### src/core/pwmdt_pkg.sv
/*
 * Constants, types and register map for the PWM dead-time and ADC trigger block.
 * Assumes one system clock that serves as the dead-time counter clock
 * (four times the instruction rate) and an AHB-Lite master on the register side.
 */
package pwmdt_pkg;
   // ==========================================================
   // Sizes
   localparam int NUM_GEN = 4;                    // Generators, one output pair each
   localparam int DT_W    = 12;                   // Dead-time value and counter width
   localparam int TB_W    = 13;                   // Time base and compare width
   // ==========================================================
   // Timing: one counter step per system clock edge
   localparam int CLK_SYS_PERIOD_NS = 10;
   localparam int DT_CLKS_PER_STEP  = 1;
   // ==========================================================
   // Register map, byte addresses
   localparam logic [7:0] OFF_TBCTL    = 8'h00;   // time_base_control
   localparam logic [7:0] OFF_SEVCMP   = 8'h04;   // special_event_compare
   localparam logic [7:0] OFF_IRQST    = 8'h08;   // Sticky event status, write one to clear
   localparam logic [7:0] OFF_IRQMSK   = 8'h0C;   // Event mask, same layout
   localparam logic [7:0] OFF_GEN_BASE = 8'h10;   // First generator block
   localparam logic [7:0] OFF_GEN_END  = 8'h90;   // One past the last generator block
   localparam int         GEN_SHIFT    = 5;       // 32-byte stride per generator
   localparam logic [4:0] GOFF_CTL     = 5'h00;   // generator_control
   localparam logic [4:0] GOFF_DTV     = 5'h04;   // dead_time_value
   localparam logic [4:0] GOFF_ALT     = 5'h08;   // alternate_dead_time_value
   localparam logic [4:0] GOFF_TRIG    = 5'h0C;   // generator_trigger_compare
   localparam logic [4:0] GOFF_TRGCTL  = 5'h10;   // trigger_control
   // ==========================================================
   // Field positions
   localparam int CTL_DTC_LSB = 0;                // dead_time_control_select, 2 bits
   localparam int CTL_TIE_BIT = 2;                // trigger_interrupt_enable
   localparam int CTL_BUSY_BIT = 8;               // Read-only: dead-time count running
   localparam int IRQ_SEV_BIT = 0;                // Special event status bit
   localparam int IRQ_TRG_LSB = 1;                // Generator trigger status bits
   localparam int IRQ_W       = 5;
   // ==========================================================
   // Dead-time modes
   localparam logic [1:0] DTC_NORMAL = 2'b00;     // Same value for both edges
   localparam logic [1:0] DTC_DUAL   = 2'b01;     // Alternate value for low output
   localparam logic [1:0] DTC_OFF    = 2'b11;     // No dead time
   // ==========================================================
   // AHB-Lite codes
   localparam logic [1:0] HTRANS_NONSEQ = 2'b10;
   localparam logic       HRESP_OKAY    = 1'b0;
   // ==========================================================
   // Types
   typedef enum logic [2:0] {
      BUS_IDLE  = 3'b001,
      BUS_WRITE = 3'b010,
      BUS_READ  = 3'b100
   } pwmdt_bus_e;

   typedef struct packed {
      logic [1:0]      dtc;       // dead_time_control_select
      logic            tie;       // trigger_interrupt_enable
      logic [DT_W-1:0] dtv;       // dead_time_value
      logic [DT_W-1:0] alt;       // alternate_dead_time_value
      logic [TB_W-1:0] trig;      // generator_trigger_compare
      logic [2:0]      div;       // trigger_divide_ratio
      logic            cmpPrev;   // Last duty comparison level
      logic            pend;      // A delayed transition is waiting
      logic            pendHigh;  // Waiting output is the high one
      logic [DT_W-1:0] cnt;       // Dead-time down counter
      logic            trigPrev;  // Last trigger match level
      logic [2:0]      divCnt;    // Trigger divider count
      logic            high;      // High output of the pair
      logic            low;       // Low output of the pair
      logic            fine;      // Fine-adjust bit of the running count
      logic            adcTrig;   // Divided trigger pulse to the ADC
   } pwmdt_gen_s;

   typedef struct packed {
      pwmdt_bus_e        busSt;
      logic [7:0]        addr;
      logic              ready;
      logic [31:0]       rdata;
      logic [3:0]        postscale;   // special_event_postscale
      logic [TB_W-1:0]   sevCmp;
      logic              sevPrev;
      logic [3:0]        psCnt;
      logic              sevTrig;
      logic [IRQ_W-1:0]  irqSt;
      logic [IRQ_W-1:0]  irqMsk;
      logic              irq;
      pwmdt_gen_s [NUM_GEN-1:0] gen;
   } pwmdt_state_s;

   typedef struct packed {
      logic [NUM_GEN-1:0]           dutyCmp;       // Duty comparison results
      logic [TB_W-1:0]              primaryCount;  // primary_time_base_counter
      logic [NUM_GEN-1:0][TB_W-1:0] localCount;    // Local time base counters
      logic [NUM_GEN-1:0][TB_W-1:0] localPeriod;   // Local period values
   } pwmdt_timing_s;

   typedef struct packed {
      logic [NUM_GEN-1:0] high;
      logic [NUM_GEN-1:0] low;
      logic [NUM_GEN-1:0] fine;
      logic [NUM_GEN-1:0] adcTrig;
      logic               sevTrig;
   } pwmdt_drive_s;
endpackage

### src/core/pwmdt_top.sv
/*
 * Dead-time insertion for four complementary pairs, special event trigger
 * with postscaler, per-generator ADC triggers, and an AHB-Lite register slave.
 * Assumes the time bases and duty comparators sit outside and are synchronous
 * to clk_sys, and that clk_sys is the dead-time counter clock.
 */
// Decided for this implementation: the AHB-Lite register port and the address map.
`timescale 1ns/1ps
module pwmdt_top (
   input  wire logic                 clk_sys,
   input  wire logic                 reset_n,
   input  wire logic                 hsel,
   input  wire logic [31:0]          haddr,
   input  wire logic [1:0]           htrans,
   input  wire logic                 hwrite,
   input  wire logic [2:0]           hsize,
   input  wire logic [31:0]          hwdata,
   input  wire logic                 hready,
   output logic                      hreadyout,
   output logic                      hresp,
   output logic [31:0]               hrdata,
   input  wire pwmdt_pkg::pwmdt_timing_s timing,
   output pwmdt_pkg::pwmdt_drive_s   drive,
   output logic                      irq
);
   import pwmdt_pkg::*;

   // ==========================================================
   // State and helpers
   pwmdt_state_s st_r;                        // All block state
   pwmdt_state_s st_nxt;                      // Next state
   logic [NUM_GEN-1:0] riseEv;                // Duty comparison rose
   logic [NUM_GEN-1:0] fallEv;                // Duty comparison fell
   logic [NUM_GEN-1:0] trigEv;                // Local trigger match event
   logic               sevEv;                 // Primary compare match event
   logic               sevWr;                 // Write to special_event_compare
   logic               takeAddr;              // Address phase accepted

   // ==========================================================
   // Decode of the generator area: hit flag, index, offset within block
   function automatic logic [7:0] genDecode(input logic [7:0] a);
      logic [7:0] rel;
      rel = a - OFF_GEN_BASE;
      genDecode = {(a >= OFF_GEN_BASE) && (a < OFF_GEN_END), rel[6:0]};
   endfunction

   // Dead-time count loaded from a value; the lowest bit is left out
   function automatic logic [DT_W-1:0] dtLoad(input logic [DT_W-1:0] v);
      dtLoad = {1'b0, v[DT_W-1:1]};
   endfunction

   // Register read mux
   function automatic logic [31:0] regRead(input pwmdt_state_s s, input logic [7:0] a);
      logic [7:0] d;
      logic [1:0] g;
      d = genDecode(a);
      g = d[6:5];
      regRead = 32'h0000_0000;
      case (a)
         OFF_TBCTL:  regRead = {28'h0, s.postscale};
         OFF_SEVCMP: regRead = {19'h0, s.sevCmp};
         OFF_IRQST:  regRead = {27'h0, s.irqSt};
         OFF_IRQMSK: regRead = {27'h0, s.irqMsk};
         default: begin
            if (d[7]) begin
               case ({3'b000, d[4:0]})
                  {3'b000, GOFF_CTL}:    regRead = {23'h0, s.gen[g].pend, 5'h00,
                                                    s.gen[g].tie, s.gen[g].dtc};
                  {3'b000, GOFF_DTV}:    regRead = {20'h0, s.gen[g].dtv};
                  {3'b000, GOFF_ALT}:    regRead = {20'h0, s.gen[g].alt};
                  {3'b000, GOFF_TRIG}:   regRead = {19'h0, s.gen[g].trig};
                  {3'b000, GOFF_TRGCTL}: regRead = {29'h0, s.gen[g].div};
                  default:               regRead = 32'h0000_0000;
               endcase
            end
         end
      endcase
   endfunction

   // ==========================================================
   // Next-state logic
   always_comb begin
      logic [IRQ_W-1:0] clr;
      logic [IRQ_W-1:0] set;
      logic [7:0]       d;
      logic [1:0]       g;
      logic             cmp;
      logic             match;
      logic [2:0]       ratio;
      clr      = '0;
      set      = '0;
      d        = 8'h00;
      g        = 2'b00;
      cmp      = 1'b0;
      match    = 1'b0;
      ratio    = 3'h0;
      sevWr    = 1'b0;
      riseEv   = '0;
      fallEv   = '0;
      trigEv   = '0;
      st_nxt   = st_r;
      st_nxt.sevTrig = 1'b0;
      takeAddr = hsel && hready && htrans[1];

      // Bus data phase
      case (st_r.busSt)
         BUS_WRITE: begin
            d = genDecode(st_r.addr);
            g = d[6:5];
            case (st_r.addr)
               OFF_TBCTL:  st_nxt.postscale = hwdata[3:0];
               OFF_SEVCMP: begin
                  st_nxt.sevCmp = hwdata[TB_W-1:0];
                  sevWr = 1'b1;
               end
               OFF_IRQST:  clr = hwdata[IRQ_W-1:0];
               OFF_IRQMSK: st_nxt.irqMsk = hwdata[IRQ_W-1:0];
               default: begin
                  // Unmapped addresses are ignored
                  if (d[7]) begin
                     case ({3'b000, d[4:0]})
                        {3'b000, GOFF_CTL}: begin
                           st_nxt.gen[g].dtc = hwdata[CTL_DTC_LSB+:2];
                           st_nxt.gen[g].tie = hwdata[CTL_TIE_BIT];
                        end
                        {3'b000, GOFF_DTV}:    st_nxt.gen[g].dtv = hwdata[DT_W-1:0];
                        {3'b000, GOFF_ALT}:    st_nxt.gen[g].alt = hwdata[DT_W-1:0];
                        {3'b000, GOFF_TRIG}:   st_nxt.gen[g].trig = hwdata[TB_W-1:0];
                        {3'b000, GOFF_TRGCTL}: st_nxt.gen[g].div = hwdata[2:0];
                        default:               st_nxt.gen[g].div = st_r.gen[g].div;
                     endcase
                  end
               end
            endcase
         end
         BUS_READ: begin
            // One wait state so a write just before is already visible
            st_nxt.rdata = regRead(st_r, st_r.addr);
            st_nxt.ready = 1'b1;
         end
         default: st_nxt.ready = 1'b1;
      endcase

      // Bus address phase
      st_nxt.busSt = BUS_IDLE;
      if (takeAddr) begin
         st_nxt.addr  = haddr[7:0];
         st_nxt.busSt = hwrite ? BUS_WRITE : BUS_READ;
         if (!hwrite) begin
            st_nxt.ready = 1'b0;
         end
      end

      // Special event trigger, never gated by an enable
      match = (timing.primaryCount == st_r.sevCmp);
      sevEv = match && !st_r.sevPrev;
      st_nxt.sevPrev = match;
      if (sevEv) begin
         set[IRQ_SEV_BIT] = 1'b1;
         if (st_r.psCnt >= st_r.postscale) begin
            st_nxt.sevTrig = 1'b1;
            st_nxt.psCnt   = 4'h0;
         end else begin
            st_nxt.psCnt = st_r.psCnt + 4'h1;
         end
      end
      if (sevWr) begin
         st_nxt.psCnt = 4'h0;
      end

      // Per-generator dead time and trigger
      for (int i = 0; i < NUM_GEN; i++) begin
         st_nxt.gen[i].adcTrig = 1'b0;
         cmp = timing.dutyCmp[i];
         riseEv[i] = cmp && !st_r.gen[i].cmpPrev;
         fallEv[i] = !cmp && st_r.gen[i].cmpPrev;
         st_nxt.gen[i].cmpPrev = cmp;
         if (st_r.gen[i].dtc == DTC_OFF) begin
            // Plain complementary pair
            st_nxt.gen[i].high = cmp;
            st_nxt.gen[i].low  = !cmp;
            st_nxt.gen[i].pend = 1'b0;
         end else if (riseEv[i]) begin
            // Low turns off now, high waits the primary interval
            st_nxt.gen[i].high     = 1'b0;
            st_nxt.gen[i].low      = 1'b0;
            st_nxt.gen[i].cnt      = dtLoad(st_r.gen[i].dtv);
            st_nxt.gen[i].fine     = st_r.gen[i].dtv[0];
            st_nxt.gen[i].pend     = 1'b1;
            st_nxt.gen[i].pendHigh = 1'b1;
         end else if (fallEv[i]) begin
            // High turns off now, low waits; dual mode uses the alternate value
            st_nxt.gen[i].high     = 1'b0;
            st_nxt.gen[i].low      = 1'b0;
            st_nxt.gen[i].pend     = 1'b1;
            st_nxt.gen[i].pendHigh = 1'b0;
            if (st_r.gen[i].dtc == DTC_DUAL) begin
               st_nxt.gen[i].cnt  = dtLoad(st_r.gen[i].alt);
               st_nxt.gen[i].fine = st_r.gen[i].alt[0];
            end else begin
               st_nxt.gen[i].cnt  = dtLoad(st_r.gen[i].dtv);
               st_nxt.gen[i].fine = st_r.gen[i].dtv[0];
            end
         end else if (st_r.gen[i].pend) begin
            // One step per clock; release only at zero
            if (st_r.gen[i].cnt == '0) begin
               st_nxt.gen[i].pend = 1'b0;
               if (st_r.gen[i].pendHigh) begin
                  st_nxt.gen[i].high = 1'b1;
               end else begin
                  st_nxt.gen[i].low = 1'b1;
               end
            end else begin
               st_nxt.gen[i].cnt = st_r.gen[i].cnt - 12'h001;
            end
         end

         // Trigger: compares beyond the period never match
         match = (timing.localCount[i] == st_r.gen[i].trig) &&
                 (st_r.gen[i].trig <= timing.localPeriod[i]);
         trigEv[i] = match && !st_r.gen[i].trigPrev;
         st_nxt.gen[i].trigPrev = match;
         ratio = (st_r.gen[i].div == 3'h0) ? 3'h1 : st_r.gen[i].div;
         if (trigEv[i]) begin
            set[IRQ_TRG_LSB+i] = st_r.gen[i].tie;
            if (st_r.gen[i].divCnt >= ratio - 3'h1) begin
               st_nxt.gen[i].adcTrig = 1'b1;
               st_nxt.gen[i].divCnt  = 3'h0;
            end else begin
               st_nxt.gen[i].divCnt = st_r.gen[i].divCnt + 3'h1;
            end
         end
      end

      // Sticky status: a new event wins over a clear
      st_nxt.irqSt = (st_r.irqSt & ~clr) | set;
      st_nxt.irq   = |(st_nxt.irqSt & st_nxt.irqMsk);
   end

   // ==========================================================
   // State register; reset also clears the postscaler
   always_ff @(posedge clk_sys or negedge reset_n) begin
      if (!reset_n) begin
         st_r       <= '0;
         st_r.busSt <= BUS_IDLE;
         st_r.ready <= 1'b1;
      end else begin
         st_r <= st_nxt;
      end
   end

   // ==========================================================
   // Outputs straight from state
   assign hreadyout = st_r.ready;
   assign hresp     = HRESP_OKAY;
   assign hrdata    = st_r.rdata;
   assign irq       = st_r.irq;
   always_comb begin
      drive.sevTrig = st_r.sevTrig;
      for (int i = 0; i < NUM_GEN; i++) begin
         drive.high[i]    = st_r.gen[i].high;
         drive.low[i]     = st_r.gen[i].low;
         drive.fine[i]    = st_r.gen[i].fine;
         drive.adcTrig[i] = st_r.gen[i].adcTrig;
      end
   end

   // ==========================================================
   // Checks on generator 0 and the special event path
   logic [DT_W-1:0] dtvLoad0;                 // Primary load value, generator 0
   logic [DT_W-1:0] altLoad0;                 // Alternate load value, generator 0
   logic            cmp0;                     // Duty comparison, generator 0
   assign dtvLoad0 = dtLoad(st_r.gen[0].dtv);
   assign altLoad0 = dtLoad(st_r.gen[0].alt);
   assign cmp0     = timing.dutyCmp[0];
endmodule

### config.mk
export PLATFORM = sky130hd
export DESIGN_NAME = pwmdt_top
export DESIGN_NICKNAME = d
export VERILOG_FILES = /design/src/core/pwmdt_pkg.sv /design/src/core/pwmdt_top.sv
export SDC_FILE = /design/constraint.sdc
export NUM_CORES = 1
export LEC_CHECK = 0
export ABC_AREA = 0
export BUFFER_PORTS_ARGS = -buffer_cell sky130_fd_sc_hd__buf_2
export CAP_MARGIN = 5
export CORE_MARGIN = 8
export CORE_UTILIZATION = 45
export DETAILED_ROUTE_END_ITERATION = 7
export PLACE_DENSITY_LB_ADDON = 0.1
export SLEW_MARGIN = 20
export SYNTH_ARGS = -nofsm -noshare
export SYNTH_HDL_FRONTEND = slang
export SYNTH_SLANG_ARGS = --single-unit
### constraint.sdc
create_clock -name clk_sys -period 8 [get_ports clk_sys]
set_input_delay 1.6 -clock clk_sys [delete_from_list [all_inputs] [get_ports clk_sys]]
set_output_delay 1.6 -clock clk_sys [all_outputs]
set_load 0.05 [all_outputs]
# Yosys cells after proc, flatten, opt, wreduce, memory -nomap -nowiden
# Index checks and enable logic that the tools add are counted.
dict set report op_classes {
  n_bitwise 5
  mux 151
  reduce_logical 62
  order_cmp 13
  n_div 0
  eq_ne 26
  n_addsub 14
  shifts 0
  multipliers 0
}
# op count
set ops {}
lappend ops {{$bwmux 264} 7}
lappend ops {{$pmux 264 s5} 1}
lappend ops {{$demux 66 s2} 6}
lappend ops {{$mux 220} 3}
lappend ops {{$mux 12} 13}
lappend ops {{$bmux 66 s2} 1}
lappend ops {{$mux 66} 2}
lappend ops {{$pmux 32 s4} 1}
lappend ops {{$eq 13x13->1} 5}
lappend ops {{$pmux 13 s5} 1}
lappend ops {{$mux 64} 1}
lappend ops {{$mux 63} 1}
lappend ops {{$mux 1} 58}
lappend ops {{$mux 14} 4}
lappend ops {{$le 13x13->1} 4}
lappend ops {{$mux 13} 4}
lappend ops {{$mux 3} 17}
lappend ops {{$mux 51} 1}
lappend ops {{$logic_not 12->1} 4}
lappend ops {{$sub 12x1->12 const B} 4}
lappend ops {{$mux 11} 4}
lappend ops {{$mux 39} 1}
lappend ops {{$mux 2} 16}
lappend ops {{$mux 32} 1}
lappend ops {{other kinds (37)} 111}
dict set report totals {
  ff_bits 342
  mem_bits_ro 0
  elab_cells 347
  mem_count 0
  latchBits 0
  inputBits 195
  ram_bits 0
  output_inout_bits 52
}

# Longest topological paths before layout
dict set report logic_depth {
  ltp_word 17
  mapped_depth 11
}

# Worst setup path before layout
# No wires, ideal clock.
dict set report synth_path {
  kind {input port to flip-flop}
  start {in timing[8] (netlist bit)}
  end {reg st_r[6] (netlist bit)}
  path_slack_ps 4555
  setup_time_ps 131
  t_required_ps 7869
  arrival_time_ps 3313
  path_buffers 1
  cell_stages 10
  cell_sequence {inv_1 -> ha_1 -> a21oi_1 -> o21ai_0 -> a221oi_1 -> a21oi_1 -> or3b_2 -> clkbuf_1 -> o21ai_0 -> o21ai_0}
}
dict set report synth_via {
  elab_chain_len 5
  word_cells_on_any_way 8
}
# element line
set synth_rtl {}
lappend synth_rtl {{from (decl)} pwmdt_top.sv:22} ;# input wire pwmdt_pkg::pwmdt_timing_s timing,
lappend synth_rtl {{$le 13x13->1 *} pwmdt_top.sv:220} ;# (st_r.gen[i].trig <= timing.localPeriod[i]);
lappend synth_rtl {{$logic_and 1x1->1 *} pwmdt_top.sv:219} ;# match = (timing.localCount[i] == st_r.gen[i].trig) &&
lappend synth_rtl {{$logic_and 1x1->1 *} pwmdt_top.sv:221} ;# trigEv[i] = match && !st_r.gen[i].trigPrev;
lappend synth_rtl {{$ne 2x1->1 (no source line) or $reduce_bool 2->1 (tied branches)} n/a}
lappend synth_rtl {{$reduce_and 3->1 (no source line)} n/a}
lappend synth_rtl {{to (signal assigned)} pwmdt_top.sv:248} ;# st_r <= st_nxt;
lappend synth_rtl {{to (decl)} pwmdt_top.sv:30} ;# pwmdt_state_s st_r;
# Every way passes the cells marked *; elsewhere a longest branch is shown, timed or not.
# A chain may end at the register's enable or synchronous reset.

==> flow_metrics.tcl <==
set metrics [dict create \
    power.static_leakage_nw 10.1 \
    ys_top_cells_by_area "sky130_fd_sc_hd__dfrtp_1, sky130_fd_sc_hd__mux2_2, sky130_fd_sc_hd__ha_1, sky130_fd_sc_hd__mux4_2, sky130_fd_sc_hd__a21oi_1" \
    skew_ns 0.0143 \
    post-route-period-util_pct 46.3 \
    clk_transition_reported_paths_ns 0.06 \
    run_status "finished clean" \
    drt_drc_violations_left 0 \
    seq_area_frac_synth_pct 41.2 \
    antenna_found_initial 1 \
    vdd_drop_max_mv 0.160 \
    master_cell_of_the_clock_root_buffer "sky130_fd_sc_hd__clkbuf_16" \
    tritoncts "built" \
    finalHoldViolCount 0 \
    numPortBuffers 179 \
    timing.critical_path.max_delay_family "compound AO/OA/AOI/OAI gates" \
    route.vias.total 16300 \
    biggest_area_consumer_among_synthesized_cells "sky130_fd_sc_hd__dfrtp_1" \
    holdWs_ns 0.477 \
    wire_per_inst_microns 22.6 \
    yosysUniqueCellTypes 74 \
    synth-seq-cells 323 \
    area_share_of_the_leading_cell_type_in_the_synthesized_netlist_pct 40.9 \
    drive_above_1_share_pct 21.6 \
    drt_iter0_drc 1522 \
    synth.yosys.warnings 0 \
    num-fill-cells 3994 \
    io-pin-count 247 \
    post_drt_via_cell_ratio 5.96 \
    critical_path.max_fanout 7 \
    cts_hold_buffers 0 \
    fp.dieArea_sq_mm 0.0506 \
    final_nets 2405 \
    setup_viol 0 \
    end_kind "flip-flop" \
    core_region_area_sq_mm 0.0431 \
    track_usage_pct 24.3 \
    clock_latency_ns 0.56 \
    drt.antenna.violating_nets 0 \
    cp_slowest_cell "sky130_fd_sc_hd__nor3_1" \
    postSynthAreaPerCell_sq_um 9.69 \
    postRouteWirelength_microns 62000 \
    grt_first_pass_wirelength_microns 95800 \
    min_path_type "reg -> reg" \
    layout_min_cycle_time_ns 3.71 \
    synth_cells 2026 \
    criticalPathCategory "in -> reg" \
    async_reset_ff_share_pct 100 \
    start_kind "input port" \
    cp_num_buf_inv 2 \
    netlist_area_sq_mm 0.0196 \
    slew_headroom_pct 27.7 \
    dp_slack_ns 3.76 \
    critical-path-max-stage-delay_ns 0.83 \
    finalWorstSetupSlack_ns 4.29 \
    cts_setup_buffers 0 \
    max-clock-path-buffers 3 \
    rsz_0062_raised_after_global_routing "no" \
    max_cap_viol_count 0 \
    synth-edff-count 0 \
    chipHeight_microns 225 \
    cts_num_sinks 323 \
    max_clock_freq_mhz 270 \
    floorplan.rows 76 \
    timing.setup.tns_ns 0 \
    area_overhead_vs_synth_pct 12.5 \
    starting_density_pct 45.6 \
    hpwlAfterDp_microns 45700 \
    worstMarginPinSlew_ns 1.08 \
    crit_arrival_ns 4.18 \
    die_width_microns 225 \
    cts_htree_levels 2 \
    final_core_utilization_pct 51.3 \
    power_density_mw_per_mm2 228 \
    vias_in_the_first_global_route 16000 \
    cts_buffers 39 \
    leading_register_cell_type_out_of_synthesis "sky130_fd_sc_hd__dfrtp_1" \
    finalMaxSlewViolations 0 \
    crit_required_ns 8.47 \
    largest_net_degree_at_the_start_of_global_routing 137 \
    critical_path.cell_chain "buf_2, inv_1, ha_1, nor2b_1, o21ai_0, a311oi_1, o41a_1, nor3_1, a31oi_1, o211ai_1" \
    gr-total-overflow 0 \
    place.gp.congestion 0.874 \
    dr.pass1.iters 6 \
    ctsResizeCount 0 \
]
==> per-layer routing <==
metal | track usage [%] | vias up | wire length [microns]
met5 | 0 | - | 0
li1 | - | 7483 | -
met1 | 34.4 | 8109 | 28300
met2 | 36.8 | 657 | 27300
met4 | 7.43 | 0 | 1640
met3 | 5.24 | 91 | 4780
==> synthesized netlist by cell type (all sizes together), types with 7 or more instances <==
cell type  count
a21o          31
a21oi        160
a221oi        17
a222oi         7
a22o          17
a22oi         21
a31oi          9
a32oi          8
and2           7
and3           7
buf           77
clkbuf        75
dfrtp        321
ha            82
inv          116
mux2         142
mux2i         11
mux4          44
nand2        206
nand2b        16
nand3         51
nand3b         8
nand4         21
nor2         145
nor2b         16
nor3          31
nor4          24
o21ai        115
o221ai         7
o22ai         42
o2bb2ai        9
o31ai          8
xnor2         72
xor2          19
==> registers in the layout, summed over array words and instances, names as in the netlist <==
signal,cells
st_r,269
drive,17
hrdata,13
altLoad0,11
dtvLoad0,11
hreadyout,1
irq,1
==> final cells by class <==
| type | count | area, sq um | share of cell area, % |
|---|---|---|---|
| inverter | 116 | 435 | 1.97 |
| clock buffer | 48 | 1070 | 4.85 |
| clock inverter | 21 | 303 | 1.37 |
| antenna | 1 | 2.50 | 0.0113 |
| multi-input combinational | 1454 | 10400 | 47.2 |
| sequential | 323 | 8090 | 36.6 |
| tap | 585 | 732 | 3.32 |
| timing repair buffer | 194 | 1030 | 4.67 |
==> final timing paths <==
| path | start | endpoint | slack [ns] | cells after the start |
|---|---|---|---|---|
| setup / recovery | timing[27] | irq | 4.29 | 10 |
| hold / removal | st_r[139] | drive[3] | 0.48 | 1 |
| setup reg to reg | st_r[335] | st_r[185] | 4.32 | 7 |
| hold reg to reg | st_r[139] | drive[3] | 0.48 | 1 |
| max in group asynchronous | reset_n | st_r[75] | 5.27 | 2 |
| min in group asynchronous | reset_n | drive[0] | 1.11 | 1 |
==> placed cells by master, fill, tap and decap left out, types with 21 or more instances in the layout <==
master / netlist / routed
sky130_fd_sc_hd__mux2_2: 142 / 142
sky130_fd_sc_hd__mux4_2: 44 / 44
sky130_fd_sc_hd__nand4_1: 21 / 21
sky130_fd_sc_hd__o21ai_0: 114 / 114
sky130_fd_sc_hd__nor3_1: 29 / 28
sky130_fd_sc_hd__clkbuf_16: 0 / 39
sky130_fd_sc_hd__a21oi_1: 160 / 160
sky130_fd_sc_hd__buf_2: 19 / 178
sky130_fd_sc_hd__xnor2_1: 72 / 72
sky130_fd_sc_hd__inv_1: 114 / 114
sky130_fd_sc_hd__nor2_1: 143 / 143
sky130_fd_sc_hd__nand3_1: 51 / 51
sky130_fd_sc_hd__a21o_1: 31 / 31
sky130_fd_sc_hd__ha_1: 82 / 82
sky130_fd_sc_hd__o22ai_1: 42 / 42
sky130_fd_sc_hd__nor4_1: 23 / 23
sky130_fd_sc_hd__nand2_1: 206 / 206
sky130_fd_sc_hd__a22oi_1: 21 / 21
sky130_fd_sc_hd__dfrtp_1: 321 / 321
==> worst reg2reg max path, stage by stage (launching register included) <==
cell	delay, ns
sky130_fd_sc_hd__dfrtp_1	0.47
sky130_fd_sc_hd__inv_2	0.14
sky130_fd_sc_hd__ha_1	0.34
sky130_fd_sc_hd__xor2_4	0.16
sky130_fd_sc_hd__buf_4	0.56
sky130_fd_sc_hd__nand2_1	0.51
sky130_fd_sc_hd__nor2_1	0.95
sky130_fd_sc_hd__mux2_2	0.42
==> stage by stage <==
step,cells,power (mW),cell area (sq um)
3_3_place_gp,2672,3.11,20700
2_1_floorplan,2045,2.79,19700
4_1_cts,2741,5.05,22100
5_1_grt,2742,5.26,22100
6_report,2742,5.03,22100
3_5_place_dp,2672,3.12,20700
==> logic make-up (layout without fill, tap and decap cells) <==
kind of cell,Yosys count,after routing,synth area share [%]
buffers and inverters,268,379,6.23
xor gates and xnor gates,91,91,4.06
and+or+nand+nor,561,561,13.3
DFF,323,323,41.2
adders and majority gates,82,82,5.23
other,1,21,0.0191
AOI/OAI and AO/OA,503,503,16.2
muxes,197,197,13.8
==> report_power, final <==
| part | switching (mW) | leakage (nW) | total [mW] | internal (mW) |
|---|---|---|---|---|
| Combinational | 0.741 | 5.45 | 1.22 | 0.484 |
| Sequential | 0.142 | 3.98 | 1.89 | 1.75 |
| Clock | 0.738 | 0.687 | 1.92 | 1.18 |
Note: power is estimated with default switching activity, not from simulation.
